`src/design/boot_loader_pkg.sv`:
```
// Purpose: shared constants, types and carriers of the serial boot loader
// Assumes: 50 MHz mclk; serial frame of start, eight data bits, stop
// Notes:   bit periods are cycle counts derived from the baud figures
package boot_loader_pkg;

    // clock and baud figures
    localparam int CLK_HZ        = 50_000_000;
    localparam int BAUD_FAST_X2  = 15625;    // 7812.5 baud, doubled to stay integral
    localparam int BAUD_SLOW     = 1200;
    localparam int BAUD_ALT_F0   = 9600;
    localparam int BAUD_ALT_FD_A = 5208;
    localparam int BAUD_ALT_FD_B = 3906;

    // bit periods in mclk cycles
    localparam int BIT_FAST_CYC = (CLK_HZ * 2) / BAUD_FAST_X2;
    localparam int BIT_SLOW_CYC = CLK_HZ / BAUD_SLOW;
    localparam int BIT_F0_CYC   = CLK_HZ / BAUD_ALT_F0;
    localparam int BIT_FD_A_CYC = CLK_HZ / BAUD_ALT_FD_A;
    localparam int BIT_FD_B_CYC = CLK_HZ / BAUD_ALT_FD_B;

    // idle end limits in bit periods (tenths of a ten-bit character)
    localparam logic [7:0] IDLE_BITS_STD  = 8'h28;   // 4 characters
    localparam logic [7:0] IDLE_BITS_F0   = 8'h31;   // 4.9 characters
    localparam logic [7:0] IDLE_BITS_FD_A = 8'had;   // 17.3 characters
    localparam logic [7:0] IDLE_BITS_FD_B = 8'h82;   // 13 characters

    // frame layout
    localparam logic [3:0] FRAME_STOP_IDX = 4'h9;
    localparam logic [3:0] F0_RESUME_IDX  = 4'h5;
    localparam logic [3:0] STD_RESUME_IDX = 4'h1;

    // characters with a meaning
    localparam logic [7:0] SYNC_STD        = 8'hff;
    localparam logic [7:0] SYNC_F0         = 8'hf0;
    localparam logic [7:0] SYNC_FD         = 8'hfd;
    localparam logic [7:0] FIRST_TO_EEPROM = 8'h00;
    localparam logic [7:0] FIRST_TO_RAM    = 8'h55;

    // addresses and sizes
    localparam logic [15:0] JUMP_EEPROM   = 16'hb600;
    localparam logic [15:0] RAM_START     = 16'h0000;
    localparam logic [9:0]  IMAGE_MAX     = 10'h200;
    localparam logic [15:0] BOOT_ROM_BASE = 16'hbf00;
    localparam logic [15:0] BOOT_ROM_MASK = 16'hff00;

    typedef enum logic [2:0] {
        RATE_FAST = 3'b000,
        RATE_SLOW = 3'b001,
        RATE_F0   = 3'b010,
        RATE_FD_A = 3'b011,
        RATE_FD_B = 3'b100
    } rate_t;

    typedef enum logic [1:0] {
        ST_IDLE = 2'b00,
        ST_SYNC = 2'b01,
        ST_LOAD = 2'b10,
        ST_DONE = 2'b11
    } load_state_t;

    typedef struct packed {
        logic [8:0] addr;
        logic [7:0] data;
    } ram_write_t;

    typedef struct packed {
        logic        valid;
        logic [15:0] addr;
    } jump_t;

endpackage

```
`src/design/serial_boot_loader.sv`:
```
// Purpose: bootstrap serial loader, boot rom mapping and emulation pins
// Assumes: rxd and pins synchronous to mclk; arst_n is the power-on reset
// Notes:   bit periods are parameters so a simulation can shorten them
// Overview of operation
// - idle four characters ends the image reception at fast and slow rates
// - idle end armed only after sync character
// - wait without limit for the sync character
// - sync picks fast or slow receive rate
// - f0 and fd syncs pick extra rates
// - image from zero to 512 bytes
// - first byte zero jumps to eeprom start
// - echo every stored byte back to host
// - transmitter fed by a two-entry echo buffer plus shifter
// - emulation mode while reset and modes low
// - data pins follow emulation output enable pin
// - map bit resets set only in bootstrap
// - map bit set overlays boot rom reads
// - first character 55 at the fast rate jumps to ram
// - sync alone then idle jumps to ram
`timescale 1ns/10ps
module serial_boot_loader #(
    parameter int BIT_FAST = boot_loader_pkg::BIT_FAST_CYC,
    parameter int BIT_SLOW = boot_loader_pkg::BIT_SLOW_CYC,
    parameter int BIT_F0   = boot_loader_pkg::BIT_F0_CYC,
    parameter int BIT_FD_A = boot_loader_pkg::BIT_FD_A_CYC,
    parameter int BIT_FD_B = boot_loader_pkg::BIT_FD_B_CYC
) (
    // clock and reset
    input  wire logic                        mclk,
    input  wire logic                        arst_n,
    // mode pins and reset pin level
    input  wire logic                        mode_a,
    input  wire logic                        mode_b,
    input  wire logic                        reset_pin_n,
    // serial link
    input  wire logic                        rxd,
    output logic                             txd,
    // ram write port and exit
    output logic                             ram_wr,
    output boot_loader_pkg::ram_write_t      ram_port,
    output boot_loader_pkg::jump_t           jump,
    output logic                             echo_overrun,
    // cpu side of the map control
    input  wire logic                        map_wr,
    input  wire logic                        map_wdata,
    input  wire logic                        cpu_rd,
    input  wire logic [15:0]                 cpu_addr,
    input  wire logic [7:0]                  boot_rom_rdata,
    input  wire logic [7:0]                  prog_rdata,
    output logic [7:0]                       cpu_rdata,
    output logic                             boot_rom_map_enable,
    // emulation port
    input  wire logic                        emulation_output_enable_pin_n,
    input  wire logic [7:0]                  emu_rdata,
    input  wire logic [7:0]                  port_data_i,
    output logic [7:0]                       port_data_o,
    output logic                             port_data_oe,
    output logic [7:0]                       emu_wdata,
    output logic                             emulation_mode
);
    localparam int LOW_T1 = (BIT_FAST + BIT_FD_A) / 2;
    localparam int LOW_T2 = (BIT_FD_A + BIT_FD_B) / 2;
    localparam int LOW_T3 = (BIT_FD_B + 5 * BIT_F0) / 2;
    localparam int LOW_T4 = (5 * BIT_F0 + BIT_SLOW) / 2;

    boot_loader_pkg::load_state_t state;
    boot_loader_pkg::rate_t       rate;
    logic        strap_done;
    logic        boot_mode;
    logic        rxd_prev;
    logic        rx_busy;
    logic [15:0] rx_cnt;
    logic [3:0]  rx_idx;
    logic [7:0]  rx_shift;
    logic        rx_done;
    logic [7:0]  rx_data;
    logic [16:0] low_cnt;
    logic        classified;
    logic [15:0] idle_cnt;
    logic [7:0]  idle_bits;
    logic [9:0]  byte_count;
    logic        tx_busy;
    logic [15:0] tx_cnt;
    logic [3:0]  tx_idx;
    logic [8:0]  tx_shift;
    logic        fifo_in_ready;
    logic        fifo_out_valid;
    logic [7:0]  fifo_out_data;

    // rate selection and its timing
    wire boot_loader_pkg::rate_t low_class =
        (low_cnt < 17'(LOW_T1)) ? boot_loader_pkg::RATE_FAST :
        (low_cnt < 17'(LOW_T2)) ? boot_loader_pkg::RATE_FD_A :
        (low_cnt < 17'(LOW_T3)) ? boot_loader_pkg::RATE_FD_B :
        (low_cnt < 17'(LOW_T4)) ? boot_loader_pkg::RATE_F0 : boot_loader_pkg::RATE_SLOW;
    wire [15:0] class_len =
        (low_class == boot_loader_pkg::RATE_SLOW) ? 16'(BIT_SLOW) :
        (low_class == boot_loader_pkg::RATE_F0)   ? 16'(BIT_F0)   :
        (low_class == boot_loader_pkg::RATE_FD_A) ? 16'(BIT_FD_A) :
        (low_class == boot_loader_pkg::RATE_FD_B) ? 16'(BIT_FD_B) : 16'(BIT_FAST);
    wire [15:0] bit_len =
        (rate == boot_loader_pkg::RATE_SLOW) ? 16'(BIT_SLOW) :
        (rate == boot_loader_pkg::RATE_F0)   ? 16'(BIT_F0)   :
        (rate == boot_loader_pkg::RATE_FD_A) ? 16'(BIT_FD_A) :
        (rate == boot_loader_pkg::RATE_FD_B) ? 16'(BIT_FD_B) : 16'(BIT_FAST);
    wire [7:0] idle_limit =
        (rate == boot_loader_pkg::RATE_F0)   ? boot_loader_pkg::IDLE_BITS_F0   :
        (rate == boot_loader_pkg::RATE_FD_A) ? boot_loader_pkg::IDLE_BITS_FD_A :
        (rate == boot_loader_pkg::RATE_FD_B) ? boot_loader_pkg::IDLE_BITS_FD_B :
        boot_loader_pkg::IDLE_BITS_STD;

    // decode of loader events
    wire in_sync     = state == boot_loader_pkg::ST_SYNC;
    wire in_load     = state == boot_loader_pkg::ST_LOAD;
    wire rx_enable   = in_sync | in_load;
    wire rx_fall     = rxd_prev & ~rxd;
    wire rx_tick     = rx_cnt == 16'h0000;
    wire classify    = in_sync & ~classified & rxd & (low_cnt != 17'h0_0000);
    wire retime      = classify & (low_class != boot_loader_pkg::RATE_FAST);
    wire [3:0] resume_idx = (low_class == boot_loader_pkg::RATE_F0) ?
        boot_loader_pkg::F0_RESUME_IDX : boot_loader_pkg::STD_RESUME_IDX;
    wire first_byte  = byte_count == 10'h000;
    wire zero_first  = in_load & rx_done & first_byte & (rx_data == boot_loader_pkg::FIRST_TO_EEPROM);
    wire sync_to_ram = in_sync & rx_done & (rate == boot_loader_pkg::RATE_FAST)
                     & (rx_data == boot_loader_pkg::FIRST_TO_RAM);
    wire idle_line   = ~rx_busy & rxd;
    wire timeout     = in_load & (idle_bits == idle_limit);
    wire echo_push   = in_load & rx_done & ~zero_first;
    wire image_room  = byte_count < boot_loader_pkg::IMAGE_MAX;
    wire tx_take     = ~tx_busy & fifo_out_valid;

    // straps caught after reset release
    // map bit reset value
    always_ff @(posedge mclk or negedge arst_n) begin
        if (!arst_n) begin
            strap_done          <= 1'b0;
            boot_mode           <= 1'b0;
            boot_rom_map_enable <= 1'b0;
        end else if (!strap_done) begin
            strap_done          <= 1'b1;
            boot_mode           <= ~mode_a & ~mode_b;
            boot_rom_map_enable <= ~mode_a & ~mode_b;
        end else if (map_wr && boot_mode) begin
            boot_rom_map_enable <= map_wdata;
        end
    end

    wire rom_hit = boot_rom_map_enable
                 & ((cpu_addr & boot_loader_pkg::BOOT_ROM_MASK) == boot_loader_pkg::BOOT_ROM_BASE);

    always_ff @(posedge mclk or negedge arst_n) begin
        if (!arst_n) begin
            cpu_rdata <= 8'h00;
        end else if (cpu_rd) begin
            cpu_rdata <= rom_hit ? boot_rom_rdata : prog_rdata;
        end
    end

    wire emul_now = ~reset_pin_n & ~mode_a & ~mode_b;

    always_ff @(posedge mclk or negedge arst_n) begin
        if (!arst_n) begin
            emulation_mode <= 1'b0;
            port_data_oe   <= 1'b0;
            port_data_o    <= 8'h00;
            emu_wdata      <= 8'h00;
        end else begin
            emulation_mode <= emul_now;
            port_data_oe   <= emul_now & ~emulation_output_enable_pin_n;
            port_data_o    <= emu_rdata;
            if (emul_now && emulation_output_enable_pin_n) begin
                emu_wdata <= port_data_i;
            end
        end
    end

    // serial receiver, re-timed when the sync picks a new rate
    // resume at new rate
    always_ff @(posedge mclk or negedge arst_n) begin
        if (!arst_n) begin
            rxd_prev <= 1'b1;
            rx_busy  <= 1'b0;
            rx_cnt   <= 16'h0000;
            rx_idx   <= 4'h0;
            rx_shift <= 8'h00;
            rx_done  <= 1'b0;
            rx_data  <= 8'h00;
        end else begin
            rxd_prev <= rxd;
            rx_done  <= 1'b0;
            if (retime) begin
                rx_busy  <= 1'b1;
                rx_idx   <= resume_idx;
                rx_cnt   <= class_len >> 1;
                rx_shift <= 8'h00;
            end else if (!rx_busy) begin
                if (rx_fall && rx_enable) begin
                    rx_busy <= 1'b1;
                    rx_idx  <= 4'h0;
                    rx_cnt  <= bit_len >> 1;
                end
            end else if (!rx_tick) begin
                rx_cnt <= rx_cnt - 16'h0001;
            end else begin
                rx_cnt <= bit_len - 16'h0001;
                if (rx_idx == 4'h0) begin
                    rx_busy <= ~rxd;
                    rx_idx  <= 4'h1;
                end else if (rx_idx == boot_loader_pkg::FRAME_STOP_IDX) begin
                    rx_busy <= 1'b0;
                    rx_done <= rxd;
                    rx_data <= rx_shift;
                end else begin
                    rx_shift <= {rxd, rx_shift[7:1]};
                    rx_idx   <= rx_idx + 4'h1;
                end
            end
        end
    end

    always_ff @(posedge mclk or negedge arst_n) begin
        if (!arst_n) begin
            low_cnt    <= 17'h0_0000;
            classified <= 1'b0;
            rate       <= boot_loader_pkg::RATE_FAST;
        end else if (classify) begin
            classified <= 1'b1;
            rate       <= low_class;
        end else if (in_sync && !classified && !rxd && low_cnt != 17'h1_ffff) begin
            low_cnt <= low_cnt + 17'h0_0001;
        end
    end

    always_ff @(posedge mclk or negedge arst_n) begin
        if (!arst_n) begin
            idle_cnt  <= 16'h0000;
            idle_bits <= 8'h00;
        end else if (!in_load || !idle_line) begin
            idle_cnt  <= 16'h0000;
            idle_bits <= 8'h00;
        end else if (idle_cnt == bit_len - 16'h0001) begin
            idle_cnt  <= 16'h0000;
            idle_bits <= idle_bits + 8'h01;
        end else begin
            idle_cnt <= idle_cnt + 16'h0001;
        end
    end

    // loader sequence
    always_ff @(posedge mclk or negedge arst_n) begin
        if (!arst_n) begin
            state <= boot_loader_pkg::ST_IDLE;
            jump  <= '0;
        end else begin
            unique case (state)
                boot_loader_pkg::ST_IDLE: begin
                    if (strap_done && boot_mode) begin
                        state <= boot_loader_pkg::ST_SYNC;
                    end
                end
                boot_loader_pkg::ST_SYNC: begin
                    if (sync_to_ram) begin
                        state <= boot_loader_pkg::ST_DONE;
                        jump  <= '{valid: 1'b1, addr: boot_loader_pkg::RAM_START};
                    end else if (rx_done) begin
                        state <= boot_loader_pkg::ST_LOAD;
                    end
                end
                boot_loader_pkg::ST_LOAD: begin
                    if (zero_first) begin
                        state <= boot_loader_pkg::ST_DONE;
                        jump  <= '{valid: 1'b1, addr: boot_loader_pkg::JUMP_EEPROM};
                    end else if (timeout) begin
                        state <= boot_loader_pkg::ST_DONE;
                        jump  <= '{valid: 1'b1, addr: boot_loader_pkg::RAM_START};
                    end
                end
                boot_loader_pkg::ST_DONE: begin
                    state <= boot_loader_pkg::ST_DONE;
                end
            endcase
        end
    end

    always_ff @(posedge mclk or negedge arst_n) begin
        if (!arst_n) begin
            byte_count   <= 10'h000;
            ram_wr       <= 1'b0;
            ram_port     <= '0;
            echo_overrun <= 1'b0;
        end else begin
            ram_wr <= echo_push & image_room;
            if (echo_push && image_room) begin
                ram_port   <= '{addr: byte_count[8:0], data: rx_data};
                byte_count <= byte_count + 10'h001;
            end
            if (echo_push && !fifo_in_ready) begin
                echo_overrun <= 1'b1;
            end
        end
    end

    echo_buffer #(
        .WIDTH (8),
        .DEPTH (2)
    ) u_echo (
        .mclk      (mclk),
        .arst_n    (arst_n),
        .in_valid  (echo_push),
        .in_ready  (fifo_in_ready),
        .in_data   (rx_data),
        .out_valid (fifo_out_valid),
        .out_ready (~tx_busy),
        .out_data  (fifo_out_data)
    );

    // transmit shifter
    always_ff @(posedge mclk or negedge arst_n) begin
        if (!arst_n) begin
            txd      <= 1'b1;
            tx_busy  <= 1'b0;
            tx_cnt   <= 16'h0000;
            tx_idx   <= 4'h0;
            tx_shift <= 9'h1ff;
        end else if (tx_take) begin
            txd      <= 1'b0;
            tx_busy  <= 1'b1;
            tx_cnt   <= bit_len - 16'h0001;
            tx_idx   <= 4'h0;
            tx_shift <= {1'b1, fifo_out_data};
        end else if (tx_busy && tx_cnt != 16'h0000) begin
            tx_cnt <= tx_cnt - 16'h0001;
        end else if (tx_busy) begin
            tx_cnt <= bit_len - 16'h0001;
            if (tx_idx == boot_loader_pkg::FRAME_STOP_IDX) begin
                tx_busy <= 1'b0;
            end else begin
                txd      <= tx_shift[0];
                tx_shift <= {1'b1, tx_shift[8:1]};
                tx_idx   <= tx_idx + 4'h1;
            end
        end
    end
endmodule

```
`src/design/echo_buffer.sv`:
```
// Purpose: small valid/ready buffer between receiver and transmitter
// Assumes: DEPTH of at least two
// Notes:   full and empty follow the occupancy count exactly
`timescale 1ns/10ps
module echo_buffer #(
    parameter int WIDTH = 8,
    parameter int DEPTH = 2
) (
    // clock and reset
    input  wire logic             mclk,
    input  wire logic             arst_n,
    // fill side
    input  wire logic             in_valid,
    output logic                  in_ready,
    input  wire logic [WIDTH-1:0] in_data,
    // drain side
    output logic                  out_valid,
    input  wire logic             out_ready,
    output logic [WIDTH-1:0]      out_data
);
    localparam int PW = (DEPTH > 1) ? $clog2(DEPTH) : 1;
    localparam int CW = $clog2(DEPTH + 1);
    localparam logic [PW-1:0] LAST = PW'(DEPTH - 1);
    localparam logic [CW-1:0] FULL = CW'(DEPTH);

    logic [WIDTH-1:0] mem [DEPTH];
    logic [PW-1:0]    wr_ptr;
    logic [PW-1:0]    rd_ptr;
    logic [CW-1:0]    fill;

    wire push = in_valid & in_ready;
    wire pop  = out_valid & out_ready;

    assign in_ready  = fill != FULL;
    assign out_valid = fill != '0;
    assign out_data  = mem[rd_ptr];

    always_ff @(posedge mclk or negedge arst_n) begin
        if (!arst_n) begin
            wr_ptr <= '0;
            rd_ptr <= '0;
            fill   <= '0;
        end else begin
            if (push) begin
                wr_ptr <= (wr_ptr == LAST) ? '0 : wr_ptr + 1'b1;
            end
            if (pop) begin
                rd_ptr <= (rd_ptr == LAST) ? '0 : rd_ptr + 1'b1;
            end
            if (push && !pop) begin
                fill <= fill + 1'b1;
            end else if (pop && !push) begin
                fill <= fill - 1'b1;
            end
        end
    end

    always_ff @(posedge mclk) begin
        if (push) begin
            mem[wr_ptr] <= in_data;
        end
    end
endmodule

```
`config.mk`:
```
export PLATFORM = sky130hd
export DESIGN_NAME = serial_boot_loader
export DESIGN_NICKNAME = d
export VERILOG_FILES = /design/src/design/boot_loader_pkg.sv /design/src/design/serial_boot_loader.sv /design/src/design/echo_buffer.sv
export SDC_FILE = /design/constraint.sdc
export NUM_CORES = 1
export LEC_CHECK = 0
export BUFFER_PORTS_ARGS = -buffer_cell sky130_fd_sc_hd__buf_2
export CAP_MARGIN = 20
export CORE_MARGIN = 2
export CORE_UTILIZATION = 35
export DETAILED_ROUTE_END_ITERATION = 8
export PLACE_DENSITY_LB_ADDON = 0.08
export RECOVER_POWER = 50
export SETUP_SLACK_MARGIN = 0.3
export SLEW_MARGIN = 20
export SYNTH_ARGS = -nofsm -noshare
export SYNTH_HDL_FRONTEND = slang
export SYNTH_SLANG_ARGS = --single-unit
export TNS_END_PERCENT = 100
```
`constraint.sdc`:
```
create_clock -name mclk -period 9.7 [get_ports mclk]
set_input_delay 0 -clock mclk [delete_from_list [all_inputs] [get_ports mclk]]
set_output_delay 0 -clock mclk [all_outputs]
set_load 0.01 [all_outputs]
```
==> impl_metrics.yaml <==
timing:
  relSlewSlack_pct: -168
  finalHoldViolCount: 0
  min_period_ns: 4.62
  setup_viol: 0
  fmax_ghz: 0.216
  worst_slew_pin_slew_ns: 4.02
  rsz0062_at_grt: "no"
  hold_ws_ns: 0.194
  slew_viol_final: 75
  fin_skew_ns: 0.0105
  tns_ns: 0
  period_share_pct: 47.6
  setup_slack_ns: 5.08
clock_network:
  clkTransAtPathRegs_ns: 0.08
  cts-root-buf: "clkbuf_16"
  cts_num_sinks: 196
  htree_levels: 4
  cts_resized: 0
  cts_tree: "yes"
  postCtsSetupBuffers: 0
  holdBufCountCts: 51
  cts_buffer_depth: 2
  cts_buffers: 17
  clkLatencyLatePin_ns: 0.44
routing:
  drt_wl_total_mm: 24.1
  wl_per_cell_microns: 15.5
  drt_iter0_drc: 549
  drt-pass1-iter-count: 6
  drcViolationCount: 0
  ant_nets: 0
  via_per_inst: 5.06
  vias: 7878
floorplanning:
  pin_count: 122
  rows: 62
  die-height_microns: 174
  die-area_sq_um: 30300
  core_area_sq_um: 28500
  initial_core_util_pct: 35.4
  die_width_microns: 174
worst_hold_path:
  hold_path_depth: 2
  min-delay-start: "emu_rdata[2]"
  hold_path_class: "in2reg"
  hold-path-endpoint: "port_data_o[2]"
finish:
  drive_above_1_share_pct: 11.3
  nets: 1242
  fin_area_sq_um: 12000
  n_antenna_cell: 0
  syn2layout_area_growth_pct: 18.2
  fin_cells: 1557
grt:
  antenna_found_initial: 0
  grt_pass1_wl_mm: 40.8
  grt_overflow: 0
  grt_max_degree: 108
  grt_pass1_vias: 7785
  grt_use_total_pct: 16.5
placed_design:
  port_buffers: 102
  dpl_cell_area_sq_um: 10900
  hpwl_mm: 16.2
  gp_congestion: 0.827
  place_inst: 1474
  place_worst_setup_slack_ns: 5.56
critical_path:
  cp_max_fo: 107
  rr_startpoint: "rate[1]"
  cp_num_buf_inv: 3
  endpoint_kind: "asynchronous set/reset pin"
  cp.required_ns: 9.31
  cp_top_family: "buffers and inverters"
  cp-start-kind: "primary input"
  rrSetupSlack_ns: 5.67
  path_cells: "dlygate4sd3_1 -> clkbuf_8 -> clkbuf_1"
  r2r-end: "idle_cnt[11]"
  crit_type: "in2async"
  r2r_cells: 10
  critical-path-slowest-cell: "clkbuf_1"
  slowest_delay_ns: 2.87
  crit_arrival_ns: 4.23
logic_synthesis:
  yosysSeqAreaShare_pct: 49.4
  ys_seq_elements: 196
  yosysTopAreaCell: "dfrtp_1"
  synthTopCellsByArea: "dfrtp_1, edfxtp_1, nand2_1, nor2_1, xnor2_1"
  avgSynthCellArea_sq_um: 9.79
  yosys.area_share.adder_pct: 3.07
  synth_edf_count: 16
  synth_area_sq_um: 10100
  yosysTopAreaCellShare_pct: 42.1
  ys_warn_count: 0
  synthXorXnorAreaFrac_pct: 4.94
  synthMuxAreaShare_pct: 5.19
  ys_async_sr_fraction_pct: 91.8
  ys_types: 79
  syn_inst: 1033
  synth-simple-area-share_pct: 19.9
  synth_compound_area_share_pct: 13.3
  yosys_most_used_dff: "dfrtp_1"
  synth_top_family_by_area: "simple AND/OR/NAND/NOR gates"
run:
  cap_viol_max_count: 1
run_status:
  violations: "max-capacitance violations, max-slew violations"
  outcome: "complete, but fails checks"
power:
  power_density_nw_per_um2: 189
  leakage_nw: 5.11
  ir_drop_mv: 0.123
flip-flops by register name (all words and copies together), names as in the netlist, 2 cells and up:
name         cells
tx_idx           4
byte_count      10
cpu_rdata        8
u_echo.mem      16
ram_port        17
rx_data          8
idle_cnt        16
emu_wdata        8
rx_cnt          16
tx_cnt          16
state            2
low_cnt         17
idle_bits        8
rx_idx           4
jump             2
port_data_o      8
rx_shift         8
tx_shift         8
rate             3
u_echo.fill      2
Yosys cell counts, drive strengths merged (6+ instances only):
cell	n
a21oi	55
a31oi	9
and2	11
and3	8
buf	28
clkbuf	35
dfrtp	170
dfstp	10
edfxtp	16
ha	24
inv	25
mux2	19
mux2i	31
nand2	123
nand2b	8
nand3	28
nand3b	6
nand4	18
nor2	103
nor2b	7
nor3	26
nor4	15
nor4b	8
o21ai	59
o221ai	6
o31ai	14
or2	6
or3	10
or4	13
xnor2	38
xor2	19
cell families after synthesis:
logic type | count (synthesis)
adders and majority gates | 25
buffers and inverters | 90
and+or+nand+nor | 405
other | 2
muxes | 50
AOI/OAI and AO/OA | 208
xor gates and xnor gates | 57
DFF | 196
metrics by stage:
| step | utilization [%] | power, W |
|---|---|---|
| 6_report | 41.9 | 0.00226 |
| 5_1_grt | 41.9 | 0.00241 |
| 4_1_cts | 42.1 | 0.00230 |
| 3_5_place_dp | 38.2 | 0.00153 |
| 3_3_place_gp | 38.1 | 0.00152 |
| 2_1_floorplan | - | 0.00136 |
routing by layer:
metal	track usage [%]	wire (microns)	vias up
li1	-	-	3916
met2	26.6	11200	120
met4	4.10	255	0
met5	0	0	-
met3	2.71	683	16
met1	23.3	12000	3826
placed cells by master (no fill, tap or decap), types with 6 or more instances in the layout:
cell / n
dfrtp_1: 170
nand2_1: 123
nor2_1: 103
o21ai_0: 59
clkbuf_1: 56
a21oi_1: 55
dlygate4sd3_1: 51
buf_2: 46
xnor2_1: 38
mux2i_1: 31
nand3_1: 28
nor3_1: 26
inv_1: 25
ha_1: 24
xor2_1: 19
mux2_2: 19
nand4_1: 18
clkbuf_16: 17
edfxtp_1: 16
o31ai_1: 13
nor4_1: 13
or4_1: 12
conb_1: 12
and2_1: 10
or3_1: 10
dfstp_2: 10
a31oi_1: 9
nand2b_1: 8
and3_1: 8
nor2b_1: 7
nor4b_1: 7
buf_4: 7
or2_2: 6
o221ai_1: 6
nand3b_1: 6
power breakdown:
part	switching, W	internal (W)	total, W
Clock	0.000346	0.000393	0.000739
Sequential	0.000102	0.000907	0.00101
Combinational	0.000290	0.000224	0.000514
worst max path at each step:
stage / from / endpoint / cells past startpoint
floorplan: rate[1] / idle_bits[7] / 12
global placement: rate[1] / idle_cnt[12] / 10
detailed placement: rate[1] / idle_cnt[5] / 10
CTS: rate[1] / idle_cnt[5] / 10
global route: arst_n / idle_bits[1] / 3
finish: arst_n / idle_bits[4] / 3
final cells by class:
class                           instances  area, sq um
Clock buffer                           17          425
Clock inverter                         15          195
Timing Repair Buffer                  161         1020
Inverter                               27          101
Sequential cell                       196         5000
Tap cell                              384          480
Multi-Input combinational cell        757         4740
Fill cell                            2883        16600
(Power assumes the default switching activity.)
